**src/design/dppa_pkg.sv**
```systemverilog
package dppa_pkg;

  // ---------------------------------------------------------------------
  // Widths and reset values
  // ---------------------------------------------------------------------
  localparam int         DPPA_BUS_W     = 8;
  localparam int         DPPA_CTRL_WR_W = 6;
  localparam int         DPPA_SIDES     = 2;
  localparam logic [7:0] DPPA_REG_RESET = 8'h00;

  // ---------------------------------------------------------------------
  // Side control register field positions
  // ---------------------------------------------------------------------
  localparam int CTL_IRQ1_EN_BIT    = 0;
  localparam int CTL_EDGE1_BIT      = 1;
  localparam int CTL_DIR_ACCESS_BIT = 2;
  localparam int CTL_IRQ2_EN_BIT    = 3;
  localparam int CTL_EDGE2_BIT      = 4;
  localparam int CTL_OUT2_BIT       = 5;
  localparam int CTL_FLAG2_BIT      = 6;
  localparam int CTL_FLAG1_BIT      = 7;

  // ---------------------------------------------------------------------
  // Register select codes, as {register_select_1, register_select_0}
  // ---------------------------------------------------------------------
  localparam logic [1:0] SEL_DATA_A = 2'h0;
  localparam logic [1:0] SEL_CTRL_A = 2'h1;
  localparam logic [1:0] SEL_DATA_B = 2'h2;
  localparam logic [1:0] SEL_CTRL_B = 2'h3;

  // ---------------------------------------------------------------------
  // Decoded register locations
  // ---------------------------------------------------------------------
  typedef enum logic [2:0] {
    LOC_A_DATA = 3'h0,
    LOC_A_DIR  = 3'h1,
    LOC_A_CTRL = 3'h2,
    LOC_B_DATA = 3'h3,
    LOC_B_DIR  = 3'h4,
    LOC_B_CTRL = 3'h5
  } dppa_loc_t;

  // Output modes of ctl_x2, as control bits {5,4,3}.
  localparam logic [2:0] OUT2_HANDSHAKE = 3'h4;
  localparam logic [2:0] OUT2_PULSE     = 3'h5;

endpackage

```
**src/design/dppa_ctl2_out.sv**
```systemverilog
`timescale 1ns/1ps

module dppa_ctl2_out
  import dppa_pkg::*;
#(
  parameter bit SIDE_B = 1'b0
) (
  input  wire logic       clk,
  input  wire logic       rst_n,
  input  wire logic [2:0] mode,
  input  wire logic       strobe_lead,
  input  wire logic       strobe_trail,
  input  wire logic       data_read,
  input  wire logic       data_write,
  input  wire logic       ctl1_event,
  output logic            ctl2_level,
  output logic            ctl2_oe
);

  // ---------------------------------------------------------------------
  // Handshake sequencing
  // ---------------------------------------------------------------------
  logic arm_reg;
  logic pend_reg;
  logic level_reg;
  logic clear_evt;
  logic set_evt;
  logic step;

  // Side A answers reads on the trailing strobe edge, side B answers
  // writes on the leading edge of the following strobe.
  assign step      = SIDE_B ? strobe_lead : strobe_trail;
  assign clear_evt = SIDE_B ? (strobe_lead & arm_reg) : data_read;
  assign set_evt   = (mode == OUT2_PULSE) ? (step & pend_reg) : ctl1_event;

  always_ff @(posedge clk) begin
    if (!rst_n) begin
      arm_reg <= 1'b0;
    end else if (data_write) begin
      arm_reg <= 1'b1;
    end else if (strobe_lead) begin
      arm_reg <= 1'b0;
    end
  end

  always_ff @(posedge clk) begin
    if (!rst_n) begin
      pend_reg <= 1'b0;
    end else if (clear_evt) begin
      pend_reg <= 1'b1;
    end else if (step) begin
      pend_reg <= 1'b0;
    end
  end

  always_ff @(posedge clk) begin
    if (!rst_n) begin
      level_reg <= 1'b0;
    end else if (mode[2] && mode[1]) begin
      level_reg <= mode[0];
    end else if (mode[2] && set_evt) begin
      level_reg <= 1'b1;
    end else if (mode[2] && clear_evt) begin
      level_reg <= 1'b0;
    end
  end

  assign ctl2_level = level_reg;
  assign ctl2_oe    = mode[2];

endmodule

```
**src/design/dppa_top.sv**
```systemverilog
`timescale 1ns/1ps

module dppa_top
  import dppa_pkg::*;
#(
  parameter int BUS_W = DPPA_BUS_W
) (
  input  wire logic             clk,
  input  wire logic             rst_n,
  input  wire logic             chip_select_0,
  input  wire logic             chip_select_1,
  input  wire logic             chip_select_2_n,
  input  wire logic             register_select_0,
  input  wire logic             register_select_1,
  input  wire logic             read_write,
  input  wire logic             enable_strobe,
  input  wire logic [BUS_W-1:0] host_data_in,
  output logic      [BUS_W-1:0] host_data_out,
  output logic                  host_data_oe,
  output logic                  irq_side_a_n_out,
  output logic                  irq_side_a_n_oe,
  output logic                  irq_side_b_n_out,
  output logic                  irq_side_b_n_oe,
  input  wire logic [BUS_W-1:0] port_a_lines_in,
  output logic      [BUS_W-1:0] port_a_lines_out,
  output logic      [BUS_W-1:0] port_a_lines_oe,
  input  wire logic [BUS_W-1:0] port_b_lines_in,
  output logic      [BUS_W-1:0] port_b_lines_out,
  output logic      [BUS_W-1:0] port_b_lines_oe,
  input  wire logic             ctl_a1,
  input  wire logic             ctl_b1,
  input  wire logic             ctl_a2_in,
  output logic                  ctl_a2_out,
  output logic                  ctl_a2_oe,
  input  wire logic             ctl_b2_in,
  output logic                  ctl_b2_out,
  output logic                  ctl_b2_oe
);

  // ---------------------------------------------------------------------
  // Elaboration checks
  // ---------------------------------------------------------------------
  // The control word and the host bus share one byte, so only 8 works.
  if (BUS_W != DPPA_BUS_W) begin : g_bad_width
    $error("dppa_top: BUS_W must equal the 8-bit host bus width.");
  end

  // ---------------------------------------------------------------------
  // Register address decoding
  // ---------------------------------------------------------------------
  function automatic dppa_loc_t dppa_decode(
    input logic [1:0] sel,
    input logic       a_dir_access,
    input logic       b_dir_access
  );
    dppa_loc_t loc;
    loc = LOC_A_CTRL;
    unique case (sel)
      SEL_DATA_A: loc = a_dir_access ? LOC_A_DATA : LOC_A_DIR;
      SEL_CTRL_A: loc = LOC_A_CTRL;
      SEL_DATA_B: loc = b_dir_access ? LOC_B_DATA : LOC_B_DIR;
      SEL_CTRL_B: loc = LOC_B_CTRL;
    endcase
    return loc;
  endfunction

  // ---------------------------------------------------------------------
  // Storage
  // ---------------------------------------------------------------------
  logic [BUS_W-1:0]          out_reg   [DPPA_SIDES];
  logic [BUS_W-1:0]          dir_reg   [DPPA_SIDES];
  logic [DPPA_CTRL_WR_W-1:0] ctrl_reg  [DPPA_SIDES];
  logic                      flag1_reg [DPPA_SIDES];
  logic                      flag2_reg [DPPA_SIDES];
  logic                      samp1_reg [DPPA_SIDES];
  logic                      samp2_reg [DPPA_SIDES];
  logic                      seen_reg  [DPPA_SIDES];
  logic                      strobe_prev_reg;
  logic [BUS_W-1:0]          rd_data_reg;

  // ---------------------------------------------------------------------
  // Strobe edges and bus cycle qualification
  // ---------------------------------------------------------------------
  logic      strobe_lead;
  logic      strobe_trail;
  logic      selected;
  logic      wr_evt;
  logic      rd_evt;
  dppa_loc_t loc;

  always_ff @(posedge clk) begin
    if (!rst_n) begin
      strobe_prev_reg <= 1'b0;
    end else begin
      strobe_prev_reg <= enable_strobe;
    end
  end

  assign strobe_lead  = enable_strobe & ~strobe_prev_reg;
  assign strobe_trail = ~enable_strobe & strobe_prev_reg;
  // Selects are taken as stable through the pulse, so they are read live.
  assign selected     = chip_select_0 & chip_select_1 &
                        ~chip_select_2_n;
  assign loc          = dppa_decode({register_select_1, register_select_0},
                                    ctrl_reg[0][CTL_DIR_ACCESS_BIT],
                                    ctrl_reg[1][CTL_DIR_ACCESS_BIT]);
  assign wr_evt       = strobe_trail & selected &
                        ~read_write;
  assign rd_evt       = strobe_trail & selected & read_write;

  // ---------------------------------------------------------------------
  // Port output and direction registers
  // ---------------------------------------------------------------------
  always_ff @(posedge clk) begin
    if (!rst_n) begin
      out_reg[0] <= DPPA_REG_RESET;
      out_reg[1] <= DPPA_REG_RESET;
      dir_reg[0] <= DPPA_REG_RESET;
      dir_reg[1] <= DPPA_REG_RESET;
    end else if (wr_evt) begin
      unique case (loc)
        LOC_A_DATA: out_reg[0] <= host_data_in;
        LOC_A_DIR:  dir_reg[0] <= host_data_in;
        LOC_B_DATA: out_reg[1] <= host_data_in;
        LOC_B_DIR:  dir_reg[1] <= host_data_in;
        default:    ;
      endcase
    end
  end

  // ---------------------------------------------------------------------
  // Side control registers, writable bits only
  // ---------------------------------------------------------------------
  always_ff @(posedge clk) begin
    if (!rst_n) begin
      ctrl_reg[0] <= DPPA_REG_RESET[DPPA_CTRL_WR_W-1:0];
      ctrl_reg[1] <= DPPA_REG_RESET[DPPA_CTRL_WR_W-1:0];
    end else if (wr_evt && loc == LOC_A_CTRL) begin
      ctrl_reg[0] <= host_data_in[DPPA_CTRL_WR_W-1:0];
    end else if (wr_evt && loc == LOC_B_CTRL) begin
      ctrl_reg[1] <= host_data_in[DPPA_CTRL_WR_W-1:0];
    end
  end

  // ---------------------------------------------------------------------
  // Per-side control lines, flags and interrupt requests
  // ---------------------------------------------------------------------
  logic ctl1_in  [DPPA_SIDES];
  logic ctl2_in  [DPPA_SIDES];
  logic ctl2_out [DPPA_SIDES];
  logic ctl2_oe  [DPPA_SIDES];
  logic irq_req  [DPPA_SIDES];

  assign ctl1_in[0] = ctl_a1;
  assign ctl1_in[1] = ctl_b1;
  assign ctl2_in[0] = ctl_a2_in;
  assign ctl2_in[1] = ctl_b2_in;

  for (genvar s = 0; s < DPPA_SIDES; s++) begin : g_side
    logic ev1;
    logic ev2;
    logic data_rd;
    logic data_wr;
    logic ctl2_input;

    // Lines are sampled once per strobe, so an edge is only seen if a
    // strobe lands on each side of it; glitches between strobes vanish.
    always_ff @(posedge clk) begin
      if (!rst_n) begin
        samp1_reg[s] <= 1'b0;
        samp2_reg[s] <= 1'b0;
        seen_reg[s]  <= 1'b0;
      end else if (strobe_lead) begin
        samp1_reg[s] <= ctl1_in[s];
        samp2_reg[s] <= ctl2_in[s];
        seen_reg[s]  <= 1'b1;
      end
    end

    assign ctl2_input = ~ctrl_reg[s][CTL_OUT2_BIT];
    assign ev1 = strobe_lead & seen_reg[s] &
                 (ctl1_in[s] != samp1_reg[s]) &
                 (ctl1_in[s] == ctrl_reg[s][CTL_EDGE1_BIT]);
    assign ev2 = strobe_lead & seen_reg[s] & ctl2_input &
                 (ctl2_in[s] != samp2_reg[s]) &
                 (ctl2_in[s] == ctrl_reg[s][CTL_EDGE2_BIT]);
    assign data_rd = rd_evt & (loc == (s == 0 ? LOC_A_DATA : LOC_B_DATA));
    assign data_wr = wr_evt & (loc == (s == 0 ? LOC_A_DATA : LOC_B_DATA));

    // A new edge in the clearing cycle keeps its flag set.
    always_ff @(posedge clk) begin
      if (!rst_n) begin
        flag1_reg[s] <= 1'b0;
      end else if (ev1) begin
        flag1_reg[s] <= 1'b1;
      end else if (data_rd) begin
        flag1_reg[s] <= 1'b0;
      end
    end

    always_ff @(posedge clk) begin
      if (!rst_n) begin
        flag2_reg[s] <= 1'b0;
      end else if (ev2) begin
        flag2_reg[s] <= 1'b1;
      end else if (data_rd) begin
        flag2_reg[s] <= 1'b0;
      end
    end

    // Level gating, so a later enable raises a pending request at once.
    assign irq_req[s] =
      (flag1_reg[s] & ctrl_reg[s][CTL_IRQ1_EN_BIT]) |
      (flag2_reg[s] & ctrl_reg[s][CTL_IRQ2_EN_BIT] & ctl2_input);

    dppa_ctl2_out #(
      .SIDE_B (s == 1)
    ) u_ctl2 (
      .clk          (clk),
      .rst_n        (rst_n),
      .mode         (ctrl_reg[s][CTL_OUT2_BIT:CTL_IRQ2_EN_BIT]),
      .strobe_lead  (strobe_lead),
      .strobe_trail (strobe_trail),
      .data_read    (data_rd),
      .data_write   (data_wr),
      .ctl1_event   (ev1),
      .ctl2_level   (ctl2_out[s]),
      .ctl2_oe      (ctl2_oe[s])
    );
  end

  // ---------------------------------------------------------------------
  // Read data path
  // ---------------------------------------------------------------------
  logic [BUS_W-1:0] rd_mux;
  logic [BUS_W-1:0] port_b_view;

  // Port B output bits come from the latch, so loaded pins read true.
  assign port_b_view = (dir_reg[1] & out_reg[1]) |
                       (~dir_reg[1] & port_b_lines_in);

  always_comb begin
    rd_mux = DPPA_REG_RESET;
    unique case (loc)
      LOC_A_DATA: rd_mux = port_a_lines_in;
      LOC_A_DIR:  rd_mux = dir_reg[0];
      LOC_A_CTRL: rd_mux = {flag1_reg[0], flag2_reg[0], ctrl_reg[0]};
      LOC_B_DATA: rd_mux = port_b_view;
      LOC_B_DIR:  rd_mux = dir_reg[1];
      LOC_B_CTRL: rd_mux = {flag1_reg[1], flag2_reg[1], ctrl_reg[1]};
      default:    rd_mux = DPPA_REG_RESET;
    endcase
  end

  // The data byte follows the pins while the strobe is high and freezes
  // on its fall, which is when the host latches it.
  always_ff @(posedge clk) begin
    if (!rst_n) begin
      rd_data_reg <= DPPA_REG_RESET;
    end else if (enable_strobe && selected && read_write) begin
      rd_data_reg <= rd_mux;
    end
  end

  assign host_data_out = rd_data_reg;
  assign host_data_oe  = selected & read_write &
                         enable_strobe;

  // ---------------------------------------------------------------------
  // Pin drivers
  // ---------------------------------------------------------------------
  assign port_a_lines_out = out_reg[0];
  assign port_a_lines_oe  = dir_reg[0];
  assign port_b_lines_out = out_reg[1];
  assign port_b_lines_oe  = dir_reg[1];

  assign ctl_a2_out = ctl2_out[0];
  assign ctl_a2_oe  = ctl2_oe[0];
  assign ctl_b2_out = ctl2_out[1];
  assign ctl_b2_oe  = ctl2_oe[1];

  // Open drain: the level is always low, only the enable moves.
  assign irq_side_a_n_out = 1'b0;
  assign irq_side_a_n_oe  = irq_req[0];
  assign irq_side_b_n_out = 1'b0;
  assign irq_side_b_n_oe  = irq_req[1];

endmodule

```
**config.mk**
```make
export PLATFORM = sky130hd
export DESIGN_NAME = dppa_top
export DESIGN_NICKNAME = d
export VERILOG_FILES = /design/src/design/dppa_pkg.sv /design/src/design/dppa_ctl2_out.sv /design/src/design/dppa_top.sv
export SDC_FILE = /design/constraint.sdc
export NUM_CORES = 1
export LEC_CHECK = 0
export BUFFER_PORTS_ARGS = -buffer_cell sky130_fd_sc_hd__buf_2
export CORE_UTILIZATION = 45
export DETAILED_ROUTE_END_ITERATION = 12
export PLACE_DENSITY = 0.82
export SKIP_LAST_GASP = 1
export SYNTH_ARGS = -nofsm -noshare
export SYNTH_HDL_FRONTEND = slang
export SYNTH_SLANG_ARGS = --single-unit
```
**constraint.sdc**
```tcl
create_clock -name clk -period 3.6 [get_ports clk]
set_input_delay 0.72 -clock clk [delete_from_list [all_inputs] [get_ports clk]]
set_output_delay 0.72 -clock clk [all_outputs]
set_load 0.05 [all_outputs]
```
==> flow_summary.ini, run 1 <==
[run_status]
status = finished, final reports clean

[synth]
synth_edf_count = 49
ys_warn_count = 0
synth_cell_types = 47
ys_top_cells_by_area = edfxtp_1, dfxtp_1, and2_1
async_flop_share_pct = 0
synth_common_cells = edfxtp_1, and2_1, dfxtp_1
syn_avg_cell_area_um2 = 11.4
synth_top_area_share_pct = 46.8
synth_most_common_cell = edfxtp_1
ys.flop_type = edfxtp_1
ys_ff_latch = 68
syn_inst = 275
syn_area_um2 = 3140
yosysTopAreaCell = edfxtp_1
ys_seq_area_share_pct = 58.9

[cts]
cts_sinks = 68
insertion_delay_ps = 350
h-tree-depth = 3
hold_buffers = 0
cts-resized-gates = 0
path_clk_slew_ps = 60
tritoncts = done
cts_inserted_buffers = 9
clockBufferDepth = 2
postCtsSetupRepairBufs = 0
cts_root_buf = clkbuf_8

[hold_path]
hold_path_depth = 2
holdCritPathClass = flip-flop to flip-flop

[grt]
grt_pass1_wl_um = 12200
antenna_found_initial = 0
met2_usage_pct = 34.7
gr-total-overflow = 0
gr-usage-met1_pct = 29.4
globalRouteMet3Util_pct = 3.56
busiest_layer = met2
grt_usage_pct = 22.3
grt_max_degree = 38
first_global_vias = 2411

[cells_and_area]
fin_nets = 392
regArea_um2 = 1850
synthToLayoutAreaGrowth_pct = 20.2
antenna_cells = 0
n_fill_cell = 586
multi_input_area_um2 = 1150
drive_gt1_share_pct = 31.8

[power]
fin_total_pwr_uw = 1670
ir_worst_vdd_mv = 0.233
p_per_area_nw_per_um2 = 443
p_leak_uw = 0.00156

[route]
vias = 2475
first_pass_iters = 4
via_per_inst = 5.64
wl_per_cell_um = 17.5
ant_nets = 0
drt_iter0_markers = 255
drc = 0
wl_um = 7680

[floorplan]
boundaryPins = 86
die_w_um = 85.6
start_util_pct = 46.5
core_um2 = 6760
placementRows = 30
die_area_um2 = 7320
dieHeight_um = 85.6

[sta]
finalSetupViolCount = 0
fin_worst_skew_ps = 10.2
max_freq_mhz = 402
grt_setup_unrepaired = false
finalHoldViolations = 0
tns_ps = 0
post-route-min-period_ps = 2490
relSlewSlack_pct = 43.7
drv_slew = 0
worstMarginPinSlew_ps = 836
min_period_over_period_pct = 69.2
hold_ws_ps = 468

[critical_path]
required_ps = 2880
crit_type = input pin to output port
arrival_ps = 1770
path_max_fanout = 17
worstSetupEndpointType = output port
crit_path_start_kind = input pin
ff2ff_path_depth = 4

[placed_design]
routabilityCongestion = 0.818
dp_hpwl_um = 5670
io_buffer_count = 83

[flow_run]
max-cap-violations = 0
[metrics by stage]
step	instances	util [%]	worst slack [ps]	instance area, um2
2_1_floorplan	276	-	914	3150
3_5_place_dp	424	53.2	962	3600
3_3_place_gp	424	53.2	1120	3600
4_1_cts	439	55.9	1120	3780
6_report	439	55.9	1110	3780
5_1_grt	439	55.9	1040	3780
[power breakdown]
part | leakage (uW) | switching [uW] | internal, uW | total, uW
registers | 0.000660 | 20.7 | 864 | 885
clock network | 0.0000923 | 278 | 310 | 588
logic | 0.000812 | 143 | 58.3 | 201
total | 0.00156 | 442 | 1230 | 1670
[logic make-up after synthesis]
group / after synthesis / share of synthesized area [%]
muxes: 2 / 0.677
DFF: 68 / 58.9
AOI/OAI and AO/OA: 78 / 18.2
other: 1 / 0.119
and+or+nand+nor: 94 / 17.6
buffers and inverters: 32 / 4.46
[final timing paths]
| path | startpoint | end | slack [ps] |
|---|---|---|---|
| worst max-delay path | chip_select_2_n | host_data_oe | 1110 |
| worst min-delay path | g_side[0].u_ctl2.pend_reg$_SDFFE_PN0P_ | g_side[0].u_ctl2.pend_reg$_SDFFE_PN0P_ | 470 |
| worst max register to register | strobe_prev_reg$_SDFF_PN0_ | ctrl_reg[0][1]$_DFFE_PP_ | 1600 |
| worst min register to register | g_side[0].u_ctl2.pend_reg$_SDFFE_PN0P_ | g_side[0].u_ctl2.pend_reg$_SDFFE_PN0P_ | 470 |
[layout by cell type (no fill, tap or decap), drive strengths merged, types with 5 or more instances in the layout]
master  count
buf        86
clkbuf      9
a21o        8
edfxtp     49
o21ai      12
nand3b      9
nand2      16
a21oi      19
a31oi       9
a32o        5
nand3      10
a22oi       6
nor3b       8
nor2       12
dfxtp      19
and2       19
o221a       6
inv        14
[critical path, stage by stage]
cell and delay (ps):
buf_2 90, and3b_1 280, and3_1 200, buf_4 190, buf_2 280
[area by class of cell]
class	instances	share of cell area, %
flip-flops and latches	68	49.0
multi-input cells	176	30.6
repair buffers	86	11.6
clock buffers	9	3.28
well taps	80	2.65
clock inverters	6	1.49
inverters	14	1.39
[layer usage]
layer | wire length, um | share of wire, %
met5 | 0 | 0
met1 | 3200 | 42
met2 | 3830 | 50
met3 | 395 | 5.1
met4 | 256 | 3.3
Note: power is estimated with default switching activity, not from simulation.
==> inputs of run 2 (changes only) <==
ABC_AREA = 1   (was unset)
clock period = 2.41 ns   (was 3.6 ns; I/O delays follow)
==> flow_summary.ini, run 2 <==
[route]
wl_um = 8110
wl_per_cell_um = 14.5
via_per_inst = 5.02
drc = 0
drt_iter0_markers = 313
ant_nets = 0
vias = 2806
first_pass_iters = 6

[critical_path]
worstSetupEndpointType = output port
r2r-start = ctrl_reg[0][8]$_DFFE_PP_
slowest_delay_ps = 470
path_max_fanout = 4
r2r_slack_ps = 770
required_ps = 1930
arrival_ps = 1510
r2r_end = out_reg[0][4]$_DFFE_PP_
crit_path_start_kind = flip-flop
crit_chain = inv_1, nand3_1, o21ai_0, buf_2
ff2ff_path_depth = 4
crit_type = flip-flop to output port
critPathSlowestCell = edfxtp_1

[synth]
yosysTopAreaCell = edfxtp_1
synth_common_cells = nor2_1, nand2_1, inv_1
async_flop_share_pct = 0
synth_top_area_share_pct = 46.5
ys_seq_area_share_pct = 58.5
syn_area_um2 = 3170
syn_inst = 362
syn_avg_cell_area_um2 = 8.75
synth_most_common_cell = nor2_1
ys_top_cells_by_area = edfxtp_1, dfxtp_1, nor2_1
synth_edf_count = 49
synth_cell_types = 26
ys.flop_type = edfxtp_1
ys_warn_count = 0
ys_ff_latch = 68

[cts]
tritoncts = done
h-tree-depth = 3
cts-resized-gates = 0
path_clk_slew_ps = 80
cts_root_buf = clkbuf_8
insertion_delay_ps = 350
postCtsSetupRepairBufs = 0
clockBufferDepth = 2
cts_inserted_buffers = 9
cts_sinks = 68
hold_buffers = 0

[floorplan]
placementRows = 30
start_util_pct = 46.6
die_area_um2 = 7380
core_um2 = 6790
boundaryPins = 86
die_w_um = 85.9
dieHeight_um = 85.9

[cells_and_area]
fin_util_pct = 57.8
antenna_cells = 0
drive_gt1_share_pct = 27.4
n_fill_cell = 583
fin_nets = 495
synthToLayoutAreaGrowth_pct = 24.0
layout_commonest_cell = buf_2
layout_common_cells = buf_2, nor2_1, nand2_1

[hold_path]
hold_start = ctl_b1
min_to = samp1_reg[1]$_DFF_P_
hold_path_depth = 3
holdCritPathClass = input pin to flip-flop

[sta]
max_freq_mhz = 501
relSlewSlack_pct = 63.6
drv_slew = 0
worstMarginPinSlew_ps = 546
fin_worst_skew_ps = 4.33
post-route-min-period_ps = 1990
finalSetupViolCount = 0
grt_setup_unrepaired = false
finalHoldViolations = 0
min_period_over_period_pct = 82.7
tns_ps = 0

[placed_design]
io_buffer_count = 83
dp_hpwl_um = 6140
routabilityCongestion = 0.883

[grt]
grt_pass1_wl_um = 12600
antenna_found_initial = 0
first_global_vias = 2690
grt_max_degree = 17
gr-total-overflow = 0
grt_usage_pct = 23.2

[run_status]
status = finished, final reports clean

[power]
p_leak_uw = 0.00188
p_per_area_nw_per_um2 = 662
ir_worst_vdd_mv = 0.624

[flow_run]
max-cap-violations = 0
## run 2: through the flow
step | total power (uW) | area [um2] | hold slack, ps | setup slack [ps] | std cells
after floorplan | 1540 | 3170 | 436 | 486 | 363
after detailed placement | 1640 | 3720 | 456 | 555 | 543
after global routing | 2680 | 3930 | 444 | 352 | 559
final | 2600 | 3930 | 416 | 416 | 559
after global placement | 1640 | 3720 | 450 | 646 | 543
after CTS | 2600 | 3930 | 406 | 438 | 559
## run 2: area by class of cell
cell class                 instances  area [um2]  share of cell area (%)
clock inverter                     7        81.3                    2.07
inverter                          70         268                    6.82
multi-input combinational        219        1010                    25.8
clock buffer                       9         124                    3.15
timing repair buffer              90         468                    11.9
tap                               96         120                    3.06
sequential                        68        1850                    47.2
## run 2: report_power, final
group / switching, uW / internal, uW
combinational: 228 / 77.3
clock: 484 / 494
sequential: 26.4 / 1290
## run 2: worst max-delay path by stage
stage / start / endpoint / slack [ps]
2_1_floorplan: ctrl_reg[0][0]$_DFFE_PP_ / irq_side_a_n_oe / 490
3_3_place_gp: register_select_1 / out_reg[0][14]$_DFFE_PP_ / 650
3_5_place_dp: register_select_0 / out_reg[0][12]$_DFFE_PP_ / 550
4_1_cts: ctrl_reg[0][5]$_DFFE_PP_ / irq_side_a_n_oe / 440
5_1_grt: ctrl_reg[0][5]$_DFFE_PP_ / irq_side_a_n_oe / 350
6_report: ctrl_reg[0][5]$_DFFE_PP_ / irq_side_a_n_oe / 420
## run 2: cell families (layout without fill, tap and decap cells)
| logic type | count (synthesis) | after routing | share of synthesized area (%) |
|---|---|---|---|
| flip-flops | 68 | 68 | 58.5 |
| AO/OA/AOI/OAI | 52 | 52 | 9.40 |
| buffers and inverters | 76 | 176 | 9.64 |
| AND/OR/NAND/NOR | 165 | 165 | 22.4 |
| other | 1 | 2 | 0.118 |
## run 2: metal layers
metal	GRT usage, %	wire length (um)	vias to the layer above
met5	0	0	-
met4	12.7	265	0
met1	28.4	3190	1274
met2	37.9	3970	162
li1	-	-	1344
met3	5.68	680	26
## run 2: critical path: cells and delay by family, from the launching register on
family                 cells  cell delay [ps]
AND/OR/NAND/NOR            1               80
AO/OA/AOI/OAI              1              120
flip-flops                 1              470
buffers and inverters      2              490
